## src/osp_pkg.sv

```systemverilog
`default_nettype none
package osp_pkg;
	localparam int CMD_BITS = 6;
	localparam int DATA_BITS = 14;
	localparam int FRAME_CYCLES = 16;
	localparam int ADDR_BITS = 14;
	localparam logic [5:0] CMD_LOAD_CFG = 6'h00;
	localparam logic [5:0] CMD_LOAD_DATA = 6'h02;
	localparam logic [5:0] CMD_READ_DATA = 6'h04;
	localparam logic [5:0] CMD_INC_ADDR = 6'h06;
	localparam logic [5:0] CMD_BEGIN_PROG = 6'h08;
	localparam logic [5:0] CMD_END_PROG = 6'h0E;
	localparam logic [13:0] ADDR_USER_BASE = 14'h0000;
	localparam logic [13:0] ADDR_CFG_BASE = 14'h2000;
	localparam int CFG_BIT = 13;
	localparam logic [12:0] USER_MASK = 13'h0FFF;
	localparam logic [12:0] CFG_MASK = 13'h00FF;
	localparam logic [4:0] BIT_CNT_ZERO = 5'h00;
	localparam logic [4:0] DATA_FIRST = 5'h01;
	localparam logic [4:0] DATA_LAST = 5'h0E;
	localparam logic [4:0] CMD_LAST = 5'h05;
	localparam logic [4:0] FRAME_LAST = 5'h0F;
	localparam int FIFO_WIDTH = 14;
	localparam int FIFO_DEPTH = 8;
	typedef enum logic [1:0] {OSP_CMD, OSP_WDATA, OSP_RDATA} osp_phase_e;
endpackage
`default_nettype wire

```

## src/osp_fifo_if.sv

```systemverilog
`default_nettype none
interface osp_fifo_if;
	logic [osp_pkg::FIFO_WIDTH-1:0] wr_data;
	logic wr_valid;
	logic wr_ready;
	logic [osp_pkg::FIFO_WIDTH-1:0] rd_data;
	logic rd_valid;
	logic rd_ready;
	modport producer(output wr_data, output wr_valid, input wr_ready, input rd_data, input rd_valid, output rd_ready);
	modport fifo(input wr_data, input wr_valid, output wr_ready, output rd_data, output rd_valid, input rd_ready);
endinterface
`default_nettype wire

```

## src/osp_fifo.sv

```systemverilog
`default_nettype none
module osp_fifo #(
	parameter int WIDTH = 14,
	parameter int DEPTH = 8
) (
	// Clock and reset
	input wire logic clk_sys_i,
	input wire logic rst_n_i,
	// Stream
	osp_fifo_if.fifo f
);
	localparam int AW = $clog2(DEPTH);
	typedef struct packed {
		logic [AW:0] wptr;
		logic [AW:0] rptr;
	} osp_fifo_s;
	logic [WIDTH-1:0] mem [DEPTH];
	osp_fifo_s q;
	osp_fifo_s next_q;
	logic full;
	logic empty;
	always_comb begin
		empty = (q.wptr == q.rptr);
		full = (q.wptr[AW] != q.rptr[AW]) && (q.wptr[AW-1:0] == q.rptr[AW-1:0]);
		next_q = q;
		if (f.wr_valid && !full) begin
			next_q.wptr = q.wptr + 1'b1;
		end
		if (f.rd_ready && !empty) begin
			next_q.rptr = q.rptr + 1'b1;
		end
	end
	always_ff @(posedge clk_sys_i) begin
		if (f.wr_valid && !full) begin
			mem[q.wptr[AW-1:0]] <= f.wr_data;
		end
	end
	always_ff @(posedge clk_sys_i or negedge rst_n_i) begin
		if (!rst_n_i) begin
			q <= '0;
		end else begin
			q <= next_q;
		end
	end
	assign f.wr_ready = !full;
	assign f.rd_valid = !empty;
	assign f.rd_data = mem[q.rptr[AW-1:0]];
endmodule
`default_nettype wire

```

## src/osp_port.sv

```systemverilog
// Notes on behaviour
// Programmer holds clock, data low at entry.
// Programmer raises master clear before supply.
// Entry holds other logic reset, pins input.
// Entry selects user memory, serial access.
// Address counter starts at zero.
// Six-bit commands, LSb first, falling-edge capture.
// Data frame: start, fourteen bits, stop.
// One microsecond before data phase.
// One microsecond between commands.
// Decode the six documented command codes.
// Load configuration sets address to 0x2000.
// Load data captures fourteen-bit word.
// Read drives pin from second rising edge.
// Read returns addressed word of selected space.
// Increment command advances address by one.
// Wrap within user or configuration space.
// Configuration selection sticks until re-entry.
// Program accesses alias onto implemented memory.
// Configuration segment aliases beyond its end.
// Programmer uses low ID bits only.
// Load precedes every begin programming.
// Burn from begin until end programming.
// End programming stops the burn.
// Device operating clock stays disabled.
`default_nettype none
module osp_port
	import osp_pkg::*;
(
	// Clock and reset
	input wire logic clk_sys_i,
	input wire logic rst_n_i,
	// Programming pins
	input wire logic master_clear_pin_i,
	input wire logic serial_clock_pin_i,
	input wire logic serial_data_pin_i,
	output logic serial_data_pin_o,
	output logic serial_data_pin_oe_n_o,
	// Mode and memory array side
	output logic prog_mode_o,
	output logic hold_reset_o,
	output logic [osp_pkg::ADDR_BITS-1:0] mem_addr_o,
	output logic [osp_pkg::DATA_BITS-1:0] burn_data_o,
	output logic burn_o,
	input wire logic [osp_pkg::DATA_BITS-1:0] mem_rdata_i,
	input wire logic wide_variant_i
);
	import osp_pkg::*;

	////////////////////////////////////////////////////////////////////////////////
	typedef struct packed {
		logic [1:0] master_clear_pin_sync;
		logic [1:0] clk_sync;
		logic [1:0] dat_sync;
		logic clk_prev;
		logic active;
		logic hold;
		osp_phase_e phase;
		logic [4:0] cnt;
		logic [5:0] cmd;
		logic [13:0] shreg;
		logic [13:0] addr;
		logic [13:0] latch;
		logic load_seen;
		logic burn;
		logic dout;
		logic oe_n;
		logic [13:0] mem_addr;
	} osp_state_s;

	osp_state_s q;
	osp_state_s next_q;
	osp_fifo_if fif();

	osp_fifo #(.WIDTH(FIFO_WIDTH), .DEPTH(FIFO_DEPTH)) u_fifo (
		.clk_sys_i(clk_sys_i),
		.rst_n_i(rst_n_i),
		.f(fif.fifo)
	);

	// Next address with wrap inside the selected half; the top bit never falls back.
	function automatic logic [13:0] osp_inc(input logic [13:0] a);
		logic [12:0] low;
		low = a[12:0] + 13'h0001;
		return {a[CFG_BIT], low};
	endfunction

	// Physical location: program space aliases on implemented depth, config on its segment.
	function automatic logic [13:0] osp_phys(input logic [13:0] a, input logic wide);
		logic [12:0] m;
		m = a[CFG_BIT] ? (wide ? CFG_MASK : (CFG_MASK >> 1)) : (wide ? USER_MASK : (USER_MASK >> 1));
		return {a[CFG_BIT], a[12:0] & m};
	endfunction

	logic rise;
	logic fall;
	logic cmd_done;

	////////////////////////////////////////////////////////////////////////////////
	always_comb begin
		next_q = q;
		next_q.master_clear_pin_sync = {q.master_clear_pin_sync[0], master_clear_pin_i};
		next_q.clk_sync = {q.clk_sync[0], serial_clock_pin_i};
		next_q.dat_sync = {q.dat_sync[0], serial_data_pin_i};
		next_q.clk_prev = q.clk_sync[1];
		// The hold outlasts the mode by a cycle on exit, so the rest of the chip never runs while the port is live.
		next_q.hold = q.master_clear_pin_sync[1] || q.active;
		rise = q.clk_sync[1] && !q.clk_prev;
		fall = !q.clk_sync[1] && q.clk_prev;
		cmd_done = 1'b0;
		fif.wr_valid = 1'b0;
		fif.wr_data = q.shreg;
		fif.rd_ready = 1'b0;

		if (!q.master_clear_pin_sync[1]) begin
			// Leaving the mode drops the phase, count, burn, load flag, pin drive and config selection; the burn word latch and FIFO keep their contents.
			next_q.active = 1'b0;
			next_q.phase = OSP_CMD;
			next_q.cnt = BIT_CNT_ZERO;
			next_q.addr = ADDR_USER_BASE;
			next_q.burn = 1'b0;
			next_q.oe_n = 1'b1;
			next_q.load_seen = 1'b0;
		end else begin
			// The first edge seen in mode is the programmer's first command clock.
			next_q.active = 1'b1;
			case (q.phase)
				OSP_CMD: begin
					if (fall) begin
						next_q.cmd = {q.dat_sync[1], q.cmd[5:1]};
						if (q.cnt == CMD_LAST) begin
							next_q.cnt = BIT_CNT_ZERO;
							cmd_done = 1'b1;
						end else begin
							next_q.cnt = q.cnt + 5'h01;
						end
					end
				end
				OSP_WDATA: begin
					if (fall) begin
						if (q.cnt >= DATA_FIRST && q.cnt <= DATA_LAST) begin
							next_q.shreg = {q.dat_sync[1], q.shreg[13:1]};
						end
						if (q.cnt == FRAME_LAST) begin
							next_q.phase = OSP_CMD;
							next_q.cnt = BIT_CNT_ZERO;
							fif.wr_valid = 1'b1;
						end else begin
							next_q.cnt = q.cnt + 5'h01;
						end
					end
				end
				OSP_RDATA: begin
					if (rise) begin
						if (q.cnt >= DATA_FIRST && q.cnt <= DATA_LAST) begin
							next_q.oe_n = 1'b0;
							next_q.dout = q.shreg[0];
							next_q.shreg = {1'b0, q.shreg[13:1]};
						end else if (q.cnt == FRAME_LAST) begin
							next_q.oe_n = 1'b1;
							next_q.dout = 1'b0;
						end
					end
					if (fall) begin
						if (q.cnt == FRAME_LAST) begin
							next_q.phase = OSP_CMD;
							next_q.cnt = BIT_CNT_ZERO;
						end else begin
							next_q.cnt = q.cnt + 5'h01;
						end
					end
				end
				default: begin
					next_q.phase = OSP_CMD;
				end
			endcase

			if (cmd_done) begin
				case (next_q.cmd)
					CMD_LOAD_CFG: begin
						next_q.addr = ADDR_CFG_BASE;
						next_q.phase = OSP_WDATA;
						next_q.load_seen = 1'b1;
					end
					CMD_LOAD_DATA: begin
						next_q.phase = OSP_WDATA;
						next_q.load_seen = 1'b1;
					end
					CMD_READ_DATA: begin
						next_q.phase = OSP_RDATA;
						next_q.shreg = mem_rdata_i;
					end
					CMD_INC_ADDR: begin
						next_q.addr = osp_inc(q.addr);
					end
					CMD_BEGIN_PROG: begin
						// Without a preceding load there is no word to burn, so the command is ignored.
						if (q.load_seen && fif.rd_valid) begin
							next_q.burn = 1'b1;
							next_q.latch = fif.rd_data;
							fif.rd_ready = 1'b1;
							next_q.load_seen = 1'b0;
						end
					end
					CMD_END_PROG: begin
						next_q.burn = 1'b0;
					end
					default: begin
						next_q.cmd = q.cmd;
					end
				endcase
			end
			// Discard a stale loaded word when a new load arrives without a burn.
			if (cmd_done && (next_q.cmd == CMD_LOAD_CFG || next_q.cmd == CMD_LOAD_DATA) && fif.rd_valid) begin
				fif.rd_ready = 1'b1;
			end
		end
		next_q.mem_addr = osp_phys(next_q.addr, wide_variant_i);
	end

	////////////////////////////////////////////////////////////////////////////////
	always_ff @(posedge clk_sys_i or negedge rst_n_i) begin
		if (!rst_n_i) begin
			q <= '0;
			q.oe_n <= 1'b1;
			q.phase <= OSP_CMD;
		end else begin
			q <= next_q;
		end
	end

	assign serial_data_pin_o = q.dout;
	assign serial_data_pin_oe_n_o = q.oe_n;
	assign prog_mode_o = q.active;
	assign hold_reset_o = q.hold;
	assign mem_addr_o = q.mem_addr;
	assign burn_data_o = q.latch;
	assign burn_o = q.burn;
endmodule
`default_nettype wire

```

## config.mk

```make
export PLATFORM = sky130hd
export DESIGN_NAME = osp_port
export DESIGN_NICKNAME = d
export VERILOG_FILES = /design/src/osp_pkg.sv /design/src/osp_fifo_if.sv /design/src/osp_fifo.sv /design/src/osp_port.sv
export SDC_FILE = /design/constraint.sdc
export NUM_CORES = 1
export LEC_CHECK = 0
export BUFFER_PORTS_ARGS = -buffer_cell sky130_fd_sc_hd__buf_2
export CAP_MARGIN = 15
export CORE_MARGIN = 1
export CORE_UTILIZATION = 29
export CTS_CLUSTER_DIAMETER = 30
export DETAILED_ROUTE_END_ITERATION = 6
export PLACE_DENSITY = 0.53
export SYNTH_ARGS = -nofsm -noshare
export SYNTH_HDL_FRONTEND = slang
export SYNTH_SLANG_ARGS = --single-unit
```

## constraint.sdc

```tcl
create_clock -name clk_sys_i -period 6.8 [get_ports clk_sys_i]
set_clock_uncertainty 0.1 [all_clocks]
set_input_delay 1.36 -clock clk_sys_i [delete_from_list [all_inputs] [get_ports clk_sys_i]]
set_output_delay 1.36 -clock clk_sys_i [all_outputs]
set_load 0.1 [all_outputs]
```

Yosys cells after proc, flatten, opt, wreduce, memory -nomap -nowiden
Memories as Yosys holds them, arrays and structs flattened. A register that Yosys moved wholly into a read port is not among the register bits.
Index checks and enable logic that the tools add are counted.
- $add $sub $neg: 4
- reductions and logical operators: 29
- multipliers: 0
- mux-type cells: 52
- bitwise logic cells: 1
- equal/unequal tests: 25
- divide/modulo/power cells: 0
- shift operators: 0
- order comparisons: 2
- operators by type and width (cell ; count):
    two-way mux 50 bit ; 2
    two-way mux 14 bit ; 7
    case mux 14 bit (2 select lines) ; 2
    two-way mux 12 bit ; 2
    two-way mux 1 bit ; 19
    two-way mux 6 bit ; 3
    two-way mux 16 bit ; 1
    two-way mux 7 bit ; 2
    adder 13 x 1 -> 13 bit, second input constant ; 1
    bitwise AND 13 x 12 -> 13 bit ; 1
    == test 6 x 2 -> 1 bit, second input constant ; 2
    == test 6 x 3 -> 1 bit, second input constant ; 2
    == test 6 x 4 -> 1 bit, second input constant ; 2
    logical NOT 6 bit ; 2
    AND reduction 3 bit ; 4
    two-way mux 11 bit ; 1
    two-way mux 2 bit ; 5
    two-way mux 5 bit ; 2
    != test 2 x 1 -> 1 bit, second input constant ; 5
    case mux 5 bit (2 select lines) ; 1
    logical AND 1 bit ; 9
    != test 3 x 2 -> 1 bit, second input constant ; 3
    adder 4 x 1 -> 4 bit, second input constant ; 2
    two-way mux 8 bit ; 1
    21 further kinds ; 32
- ROM bits: 0
- bits in latches: 0
- memories kept: 1
- register bits: 76
- output and inout bits: 33
- word-level logic and storage cells: 132
- memory bits (writable): 112
- memory list (memory ; words ; bits a word ; read ports ; clocked after memory_dff ; wr ports ; line ; text):
    u_fifo.mem ; 8 ; 14 ; 1 ; 1 ; 1 ; osp_fifo.sv:17 ; logic [WIDTH-1:0] mem [DEPTH];

Longest topological paths before layout
Gate-level depths: netlist (run 1).
- depth in word-level cells: 17
- mapped depth: 9
- depth with buffers taken out: 9

By module
Synthesis (run 1) repeated with hierarchy kept, for this count alone.
- cell total of the unflattened synthesis: 581
- area, all modules: 8713.4 um^2
- by module, submodules not included (module ; area each (um^2) ; cells an instance ; instances):
    osp_fifo ; 4858.4 ; 221 ; 1
    osp_port ; 3854.9 ; 360 ; 1

Worst setup path after synthesis (run 1)
Ideal clock, no wire load.
- kind: reg2reg
- start: reg q[66] (netlist bit)
- end: mem u_fifo.mem[0][0], enable pin
- buffers on the path: 0
- period minus slack after synthesis: 3.122 ns
- data required time: 6.297 ns
- arrival time: 2.620 ns
- cell stages (with the launch flop): 9
- slack: 3.678 ns
- setup time: 0.403 ns
- cells stage by stage: dfrtp_1 > ha_1 > nand3_1 > inv_1 > ha_1 > nand4_1 > a31oi_1 > nand2b_1 > nor3_1
- word-level cells in the longest chain between the ends: 8
- ends and longest elaborated chain (element ; line ; text):
    from (decl) ; osp_port.sv:71 ; osp_state_s q;
    from (signal assigned) ; osp_port.sv:228 ; q <= next_q;
    == test 5 x 4 -> 1 bit ; osp_port.sv:144 ; if (q.cnt == FRAME_LAST) begin
    two-way mux 1 bit ; osp_port.sv:144 ;
    two-way mux 1 bit ; osp_port.sv:140 ; if (fall) begin
    two-way mux 1 bit ; osp_port.sv:127 ; case (q.phase)
    two-way mux 1 bit ; osp_port.sv:115 ; if (!q.master_clear_pin_sync[1]) begin
    logical AND 1 bit ; osp_fifo.sv:34 ; if (f.wr_valid && !full) begin
    two-way mux 1 bit ; osp_fifo.sv:34 ;
    two-way mux 1 bit (not written as such) ; osp_fifo.sv:35 ; mem[q.wptr[AW-1:0]] <= f.wr_data;
    to (decl) ; osp_fifo.sv:17 ;
Every way passes these cells.

Worst setup path after layout (run 1)
- start: reg q[71] (netlist bit)
- end: reg q, in the netlist fif.wr_data[13]
- word-level cells in the longest chain between the ends: 7
- elaborated cells on any way between the ends: 12
- classes of those cells: eq/ne (3); mux (8); reduce/logical (1)
- ends and longest elaborated chain (element ; line ; text):
    logical NOT 2 bit ; osp_port.sv:127 ;
    two-way mux 6 bit ; osp_port.sv:127 ;
    two-way mux 6 bit ; osp_port.sv:115 ;
    == test 6 x 3 -> 1 bit ; osp_port.sv:179 ; case (next_q.cmd)
    two-way mux 14 bit ; osp_port.sv:179 ;
    two-way mux 50 bit (*) ; osp_port.sv:178 ; if (cmd_done) begin
    two-way mux 50 bit (*) ; osp_port.sv:115 ;
Every way passes the cells marked *; elsewhere a longest branch is shown, timed or not. The select of a mux whose other input is x is not followed.
A chain may end at the register's enable or synchronous reset.

==> run metrics, run 1 <==
crit start category=flop; most common cell after layout, fill and taps aside=edfxtp_1; H-Tree Depth=4; layout cells sized above 1=29.03%; postcts setup bufs=0; GRT Overall Usage=13.19%; leak pwr=4.169 nW; via count=4,948; Worst VDD drop=0.1435 mV; RSZ-0062 raised after global routing=false; GR Overflow Total=0; slowest CP cell=or4_4; final WL=18,950 um; post-place setup slack=3.129 ns; outcome=finished clean; Worst Hold Class=flop to flop; final hold violations=0; pwr dens=249.1 mW/mm2; max-cap violations=0; Core ar.=0.02886 mm2; Setup CP Type=flop to flop; row count=62; largest net degree at the start of global routing=60; Crit path max-delay family=simple AND/OR/NAND/NOR gates; met1 Use GR=17.45%; Global Route met2 Usage=21.70%; Cells after Synth=580; WHS=0.2520 ns; sequential share of the synthesized area=62.78%; Num CTS Buffers=17; initial core utilization=29.62%; drt wl/cell=18.87 um; CP endpoint=fif.wr_data[13]$_DFFE_PN0P_; Nets=639; warnings from Yosys=0; slowest stage delay, CP=0.70 ns; Syn Nets=612; Die Width=173.7 um; Mapped Area=0.008548 mm2; Critical Path Stages=7; global placer's final weighted congestion=0.7953; initial antenna violation count=1; Post-synth top flop=edfxtp_1; WP buf/inv=1; r2r worst-path depth=7; Worst-Margin Slew=0.7500 ns; Clock Path Buffers=2; Detail Route Antenna Nets=0; WP data arrival=3.61 ns; I/O pins=53; Max FO, Critical Path=14; Mapped Avg Cell Area=14.74 um2; Port Buf Inserts=51; vias in the first global route=5,118; worst path cell trace=inv_1 -> ha_1 -> nand3b_1 -> or4_4 -> nor3_4 -> a31oi_2 -> a221o_1; Die Y=173.7 um; Post-synth EDFFs=112; post-detail-place hpwl=12,890 um; Root Buffer=clkbuf_16; Max Fclk=0.2952 GHz; post-cts resize count=0; FF+latch count, synth=192; # diodes=0; reg-to-reg endpoint=fif.wr_data[13]$_DFFE_PN0P_; GR peak layer=met2; CTS sink cnt=192; First DRT Iteration DRCs=470; most frequent cells in the layout=edfxtp_1, dfrtp_1, buf_2; fin crit share=49.82%; Crit. Startpoint=q[71]$_DFF_PN0_; Reg2Reg Launch Point=q[71]$_DFF_PN0_; P&R area growth vs syn=13.39%; endpoint class of the critical path=flop; final max-slew violation count=0; drt pass-1 iters=4; clock-pin slew on the worst setup and hold paths=0.08 ns; first-pass GRT wire length=29,990 um; setup ws final=3.412 ns; Post-CTS Hold Buffers=0; fin util=33.59%; Crit path required time=7.02 ns; CTS tree=built; drt via density=4.928; setup TNS=0 ns; Rel. slew slack=49.32%; crit path time final=3.388 ns; worst-skew pair later-pin latency=0.45 ns; fraction of registers with async set/reset=41.67%; Synth cell types=67; final setup vio count=0; FF-to-FF setup slack=3.41 ns; # DRC=0; GRT met3 Usage=3.048%; die area=0.03017 mm2
area by class of cell:
type / instances / area [um2]
tap: 384 / 480.5
fill: 2832 / 19160
inverter: 12 / 45.04
clock buffer: 17 / 425.4
sequential: 192 / 5368
clock inverter: 15 / 197.7
timing repair buffer: 64 / 379.1
multi-input combinational: 320 / 2798
flip-flops by register name (all words and copies together) (netlist names):
register,cells
u_fifo.mem,112
q,29
burn_data_o,14
fif.wr_data,14
u_fifo.q,8
mem_addr_o,6
next_q,4
burn_o,1
hold_reset_o,1
prog_mode_o,1
serial_data_pin_o,1
serial_data_pin_oe_n_o,1
metrics by stage:
step                total power, mW  area [um2]  instances
floorplan                     1.366        8548        580
global placement              1.401        8994        965
detailed placement            1.403        8994        965
CTS                           2.442        9617        997
global route                  2.508        9693       1004
finish                        2.415        9693       1004
power by group:
part / internal [mW] / leakage [nW] / switching (mW)
Clock: 0.512 / 0.298 / 0.521
Sequential: 1.24 / 2.39 / 0.0387
Combinational: 0.0398 / 1.49 / 0.0652
cell families after synthesis:
kind of cell / count (synthesis) / share of synthesized area (%)
compound gates: 91 / 7.933
xor+xnor: 10 / 1.025
flops: 192 / 62.78
simple gates: 139 / 9.324
mux: 67 / 12.46
other cells: 1 / 0.04387
fa+ha+maj: 12 / 1.756
buf+inv: 68 / 4.684
cell usage after synthesis, types with 4 or more instances:
library cell,number,area share (%)
or2_2,6,0.44
a21o_1,20,1.8
o2bb2ai_1,6,0.61
ha_1,12,1.8
nor2b_1,4,0.29
and3_1,5,0.37
inv_1,12,0.53
nand2b_1,5,0.37
mux2i_1,4,0.47
clkbuf_1,15,0.66
nand2_1,20,0.88
nor3_1,17,1.0
mux2_2,35,4.6
and2_1,6,0.44
nor2_1,24,1.1
a22o_1,14,1.4
nand4_1,7,0.51
o21ai_0,8,0.47
xnor2_1,5,0.51
nor4_1,5,0.37
edfxtp_1,112,39
dfrtp_1,79,23
xor2_1,5,0.51
buf_2,7,0.41
buf_4,30,2.6
a21oi_1,14,0.82
nand3_1,14,0.82
mux4_2,28,7.4
how the worst min path moves through the flow:
stage,startpoint,endpoint,slack [ns],depth (start not counted)
floorplan,next_q[79]$_DFF_PN0_,next_q[75]$_DFF_PN0_,0.23,0
global placement,next_q[81]$_DFF_PN0_,q[81]$_DFF_PN0_,0.23,0
detailed placement,next_q[81]$_DFF_PN0_,q[81]$_DFF_PN0_,0.24,0
CTS,next_q[81]$_DFF_PN0_,q[81]$_DFF_PN0_,0.25,0
global route,next_q[81]$_DFF_PN0_,q[81]$_DFF_PN0_,0.26,0
finish,next_q[81]$_DFF_PN0_,q[81]$_DFF_PN0_,0.25,0
routing by layer:
metal	routed length (um)	part of all wire, %
met1	8400	44
met2	9359	49
met3	986	5.2
met4	197	1.0
met5	0	0
(Power assumes the default switching activity.)
==> inputs of run 2 (changes only) <==
Settings changed: ABC_AREA set to 1, PLACE_DENSITY 0.53 to 0.55.
Clock period 6.8 ns to 3 ns, I/O delays scaled along.
==> run 2 against run 1 <==
  * Total power rose by 140%
  * Combinational power rose to 3.8 times the previous value
  * Sequential share of layout area shrank 2.5 points
  * Clock-buffer cell count is the same
  * Non-clock buffer count up 10
  * Critical path type unchanged
  * Critical endpoint is now u_fifo.mem[6][9]$_DFFE_PP_
==> run metrics, run 2 <==
outcome=finished clean; H-Tree Depth=4 (unchanged); final hold violations=0 (unchanged); sequential share of the synthesized area=60.00% (-2.8 points); Post-CTS Hold Buffers=0 (unchanged); endpoint class of the critical path=flop; Crit path required time=3.05 ns (-3.97 ns); drt pass-1 iters=5 (+1); Comb pwr share=6.8% (+2.5 points); sequential share of power=52.7% (-0.2 points); First DRT Iteration DRCs=461 (-1.9%); GR Overflow Total=0 (unchanged); GRT Overall Usage=14.41% (+1.2 points); Post-synth top flop=edfxtp_1; pwr dens=575.0 mW/mm2 (+130%); Root Buffer=clkbuf_16; vias in the first global route=5,927 (+16%); Clock power frac=40.5% (-2.3 points); area leader, netlist=edfxtp_1; setup TNS=0 ns (unchanged); drt via density=4.728 (-4.1%); Port Buf Inserts=51 (unchanged); fin util=33.86% (+0.27 points); RSZ-0062 raised after global routing=false; most frequent cells in the layout=nand2_1, edfxtp_1, o21ai_0; die area=0.03155 mm2 (+4.6%); Setup CP Type=flop to flop; share of the synthesized area in the top cell type=37.60% (-1.7 points); worst-skew pair later-pin latency=0.44 ns (about the same); Post-synth EDFFs=112 (unchanged); P&R area growth vs syn=13.42% (about the same); Pint=4.193 mW (+130%); via count=6,251 (+26%); largest net degree at the start of global routing=61 (+1.7%); top-count cell post-synth=nand2_1; final setup vio count=0 (unchanged); top cells by area, synth=edfxtp_1, dfrtp_1, nand2_1; flip-flop count of the largest register after layout=112 (unchanged); Cells after Synth=895 (+54%); Die Width=177.6 um (+2.3%); CTS tree=built; switching portion of total power=28.11% (+2.2 points); FF+latch count, synth=192 (unchanged); initial antenna violation count=0 (-1); Mapped Area=0.008944 mm2 (+4.6%); fin area=0.01014 mm2 (+4.6%); CTS sink cnt=192 (unchanged); Max FO, Critical Path=14 (unchanged); max-cap violations=0 (unchanged); # DRC=0 (unchanged); Clock Path Buffers=2 (unchanged); Worst-Margin Slew=0.8523 ns (+0.1023 ns); Mapped Avg Cell Area=9.993 um2 (-32%); post-detail-place hpwl=14,550 um (+13%); # diodes=0 (unchanged); final WL=21,520 um (+14%); Worst Hold Class=input port to asynchronous set/reset pin; synth cell count leaders=nand2_1, edfxtp_1, o21ai_0, dfrtp_1, nor2_1; Core ar.=0.02995 mm2 (+3.8%); crit path time final=2.691 ns (-0.6969 ns); layout cells sized above 1=16.74% (-12 points); post-cts resize count=0 (unchanged); leak pwr=4.242 nW (+1.7%); first-pass GRT wire length=34,150 um (+14%); crit start category=flop; final max-slew violation count=0 (unchanged); WP data arrival=2.74 ns (-0.87 ns); Syn Nets=927 (+51%); row count=63 (+1.6%); Detail Route Antenna Nets=0 (unchanged); post-place setup slack=0.3315 ns (-2.798 ns); warnings from Yosys=0 (unchanged); global placer's final weighted congestion=0.8120 (+2.1%); most common cell after layout, fill and taps aside=nand2_1; Rel. slew slack=43.18% (-6.1 points); total power=5.833 mW (+140%); Worst VDD drop=0.2901 mV (+100%); initial core utilization=29.86% (+0.24 points); setup ws final=0.3090 ns (-3.103 ns); Die Y=177.6 um (+2.3%); fin crit share=89.70% (+40 points); net switching power=1.640 mW (+160%); Synth cell types=44 (-34%); drt wl/cell=16.28 um (-14%); Post-DP Area=0.009519 mm2 (+5.8%); clock-pin slew on the worst setup and hold paths=0.09 ns (about the same); Max Fclk=0.3716 GHz (+26%); I/O pins=53 (unchanged); Num CTS Buffers=17 (unchanged); Nets=951 (+49%); postcts setup bufs=0 (unchanged); fraction of registers with async set/reset=41.67% (unchanged)
[run 2: layout make-up]
type,count,area (um2)
fillers,3062,19810
multi-input cells,569,2963
inverters,65,246.5
clock inverters,15,198.9
clock buffers,17,425.4
well taps,390,488.0
flip-flops and latches,192,5366
repair buffers,74,455.4
[run 2: worst paths after layout]
kind | from | to | slack [ns] | cells after the start
setup / recovery | q[66]$_DFFE_PN0P_ | u_fifo.mem[6][9]$_DFFE_PP_ | 0.31 | 10
hold / removal | rst_n_i | burn_data_o[13]$_DFFE_PN0P_ | 0.13 | 1
setup reg to reg | q[66]$_DFFE_PN0P_ | u_fifo.mem[6][9]$_DFFE_PP_ | 0.31 | 10
hold reg to reg | next_q[79]$_DFF_PN0_ | next_q[75]$_DFF_PN0_ | 0.25 | 0
max in group asynchronous | rst_n_i | mem_addr_o[10]$_DFF_PN0_ | 1.93 | 2
min in group clk_sys_i | master_clear_pin_i | next_q[81]$_DFF_PN0_ | 0.16 | 1
[run 2: logic make-up after synthesis]
family | Yosys count | synth area share, %
compound gates | 140 | 9.583
fa+ha+maj | 12 | 1.679
buf+inv | 134 | 7.149
flops | 192 | 60.00
xor+xnor | 13 | 1.273
other cells | 1 | 0.04193
simple gates | 402 | 20.16
mux | 1 | 0.1119
[run 2: stage by stage]
| step | instances | hold WS (ns) |
|---|---|---|
| final | 1322 | 0.1251 |
| after global routing | 1322 | 0.1427 |
| after CTS | 1322 | 0.1403 |
| after detailed placement | 1290 | 0.2372 |
| after global placement | 1290 | 0.2328 |
| after floorplan | 895 | 0.2044 |
[run 2: metal layers]
layer / up-vias / routed length, um / GRT usage (%)
met4: 0 / 286 / 4.309
li1: 3090 / - / -
met3: 18 / 1015 / 2.164
met5: - / 0 / 0
met1: 2994 / 10550 / 20.92
met2: 149 / 9674 / 22.04
[run 2: critical path, cell delays in order, from the launching register on]
cell	delay, ns
dfrtp_1	0.41
ha_1	0.20
nand2_1	0.06
nor2_1	0.13
ha_1	0.20
inv_1	0.07
nor4_1	0.34
nand2_1	0.13
or2_2	0.37
nor3_2	0.20
buf_12	0.19
[run 2: power by group through the flow]
| stage | clock (mW) | sequential [mW] | combinational, mW |
|---|---|---|---|
| 6_report | 2.36 | 3.07 | 0.397 |
| 5_1_grt | 2.52 | 3.09 | 0.464 |
| 4_1_cts | 2.42 | 3.07 | 0.401 |
| 3_5_place_dp | 0 | 3.13 | 0.399 |
| 3_3_place_gp | 0 | 3.13 | 0.397 |
| 2_1_floorplan | 0 | 3.05 | 0.292 |
==> inputs of run 3 (changes only) <==
Settings changed: PLACE_DENSITY 0.55 to 0.53.
==> run 3 against run 2 <==
  * Total power down 2.1%
  * Global-route usage down 0.062 points
  * Die area unchanged
  * Cell count unchanged
  * Highest routed layer unchanged
  * Non-clock buffer count unchanged
  * Register-to-register slack worse by 0.03 ns
  * Wire length up 1.2%
  * Sequential power about the same
  * Critical endpoint is now u_fifo.mem[4][6]$_DFFE_PP_
  * Largest cell class unchanged
  * Sequential share of layout area up 0.25 points
==> run metrics, run 3 (same netlist as run 2, synthesis figures left out) <==
setup ws final=0.2780 ns (-0.03100 ns); Max Fclk=0.3674 GHz (-1.1%); P&R area growth vs syn=12.88%; Detail Route Antenna Nets=0 (unchanged); outcome=finished clean; I/O pins=53 (unchanged); Post-DP Area=0.009512 mm2 (about the same); Core ar.=0.02995 mm2 (unchanged); worst-skew pair later-pin latency=0.45 ns (about the same); first-pass GRT wire length=34,320 um (+0.50%); drt via density=4.718 (-0.22%); clock-pin slew on the worst setup and hold paths=0.07 ns (-0.02 ns); row count=63 (unchanged); Worst-Margin Slew=0.6383 ns (-0.2140 ns); CTS sink cnt=192 (unchanged); WP data arrival=2.74 ns (about the same); crit start category=flop; vias in the first global route=5,987 (+1.0%); Worst VDD drop=0.3004 mV (+3.5%); largest net degree at the start of global routing=59 (-3.3%); Root Buffer=clkbuf_16; Crit path required time=3.02 ns (-0.03 ns); First DRT Iteration DRCs=483 (+4.8%); Setup CP Type=flop to flop; layout cells sized above 1=16.52% (-0.21 points); crit path time final=2.722 ns (+0.03100 ns); drt wl/cell=16.47 um (+1.2%); Clock Path Buffers=2 (unchanged); pwr dens=565.5 mW/mm2 (-1.6%); initial antenna violation count=0 (unchanged); max-cap violations=0 (unchanged); # DRC=0 (unchanged); final setup vio count=0 (unchanged); GRT Overall Usage=14.35% (-0.062 points); initial core utilization=29.86% (unchanged); fin crit share=90.73% (+1.0 points); GR Overflow Total=0 (unchanged); drt pass-1 iters=5 (unchanged); GR peak layer=met2; post-detail-place hpwl=14,520 um (-0.19%); met1 Use GR=20.70% (-0.22 points); H-Tree Depth=4 (unchanged); endpoint class of the critical path=flop; final hold violations=0 (unchanged); Worst Hold Class=input port to flop; die area=0.03155 mm2 (unchanged); final WL=21,770 um (+1.2%); fin util=33.71% (-0.16 points); final max-slew violation count=0 (unchanged); via count=6,237 (-0.22%); Global Route met2 Usage=22.25% (+0.21 points); flip-flop count of the largest register after layout=112 (unchanged); global placer's final weighted congestion=0.8520 (+4.9%); fin area=0.01010 mm2 (-0.47%); Rel. slew slack=57.45% (+14 points); post-place setup slack=0.2764 ns (-0.05515 ns); Die Y=177.6 um (unchanged); leak pwr=4.225 nW (-0.38%); CTS tree=built; WHS=0.1560 ns (+0.03093 ns); setup TNS=0 ns (unchanged); Port Buf Inserts=51 (unchanged); RSZ-0062 raised after global routing=false; GRT met3 Usage=2.464% (+0.30 points); Num CTS Buffers=17 (unchanged); # diodes=0 (unchanged); Nets=951 (unchanged); Die Width=177.6 um (unchanged); Max FO, Critical Path=14 (unchanged); most frequent cells in the layout=nand2_1, edfxtp_1, o21ai_0; most common cell after layout, fill and taps aside=nand2_1
[run 3: worst max-delay path, stage by stage (launching register included)]
cell	delay (ns)
dfrtp_1	0.41
ha_1	0.21
nand2_1	0.06
nor2_1	0.17
ha_1	0.22
inv_1	0.08
nor4_2	0.27
nand2_1	0.12
or2_2	0.36
nor3_2	0.12
buf_4	0.26
[run 3: final cells by class]
type | count | area [um2]
Clock buffer | 19 | 432.9
Clock inverter | 13 | 135.1
Fill cell | 3077 | 19860
Inverter | 65 | 246.5
Multi-Input combinational cell | 569 | 2969
Sequential cell | 192 | 5366
Tap cell | 390 | 488.0
Timing Repair Buffer | 74 | 457.9
[run 3: repair_timing]
action / 4_1_cts / 5_1_grt
hold buffers: 1 / 0
buffers inserted: 0 / 0
hold endpoints to repair: 19 / 0
gates resized for setup: 0 / 1
endpoints found under the setup margin: 0 / 64
[run 3: metal layers]
metal	vias up	part of all wire, %
met5	-	0
met2	127	46
met4	0	0.90
met3	10	3.8
met1	3016	49
li1	3084	-
[run 3: per-stage QoR]
step           instances  power (mW)
2_1_floorplan        895       3.343
3_3_place_gp        1289       3.536
3_5_place_dp        1289       3.540
6_report            1322       5.710
4_1_cts             1322       5.774
5_1_grt             1322       5.937
[run 3: where the power goes]
part	switching (mW)	internal (mW)	leakage, nW
logic	0.270	0.131	1.85
registers	0.166	2.91	2.10
clock network	1.12	1.11	0.277
total	1.56	4.15	4.23
[run 3: worst paths after layout]
check / startpoint / slack [ns] / cells after the start / end
worst max-delay path: q[67]$_DFFE_PN0P_ / 0.28 / 10 / u_fifo.mem[4][6]$_DFFE_PP_
worst min-delay path: serial_clock_pin_i / 0.16 / 1 / next_q[79]$_DFF_PN0_
worst max register to register: q[67]$_DFFE_PN0P_ / 0.28 / 10 / u_fifo.mem[4][6]$_DFFE_PP_
worst min register to register: next_q[77]$_DFF_PN0_ / 0.25 / 0 / q[77]$_DFF_PN0_
max in group asynchronous: rst_n_i / 1.67 / 3 / q[62]$_DFFE_PN0P_
min in group asynchronous: rst_n_i / 0.49 / 2 / burn_data_o[13]$_DFFE_PN0P_
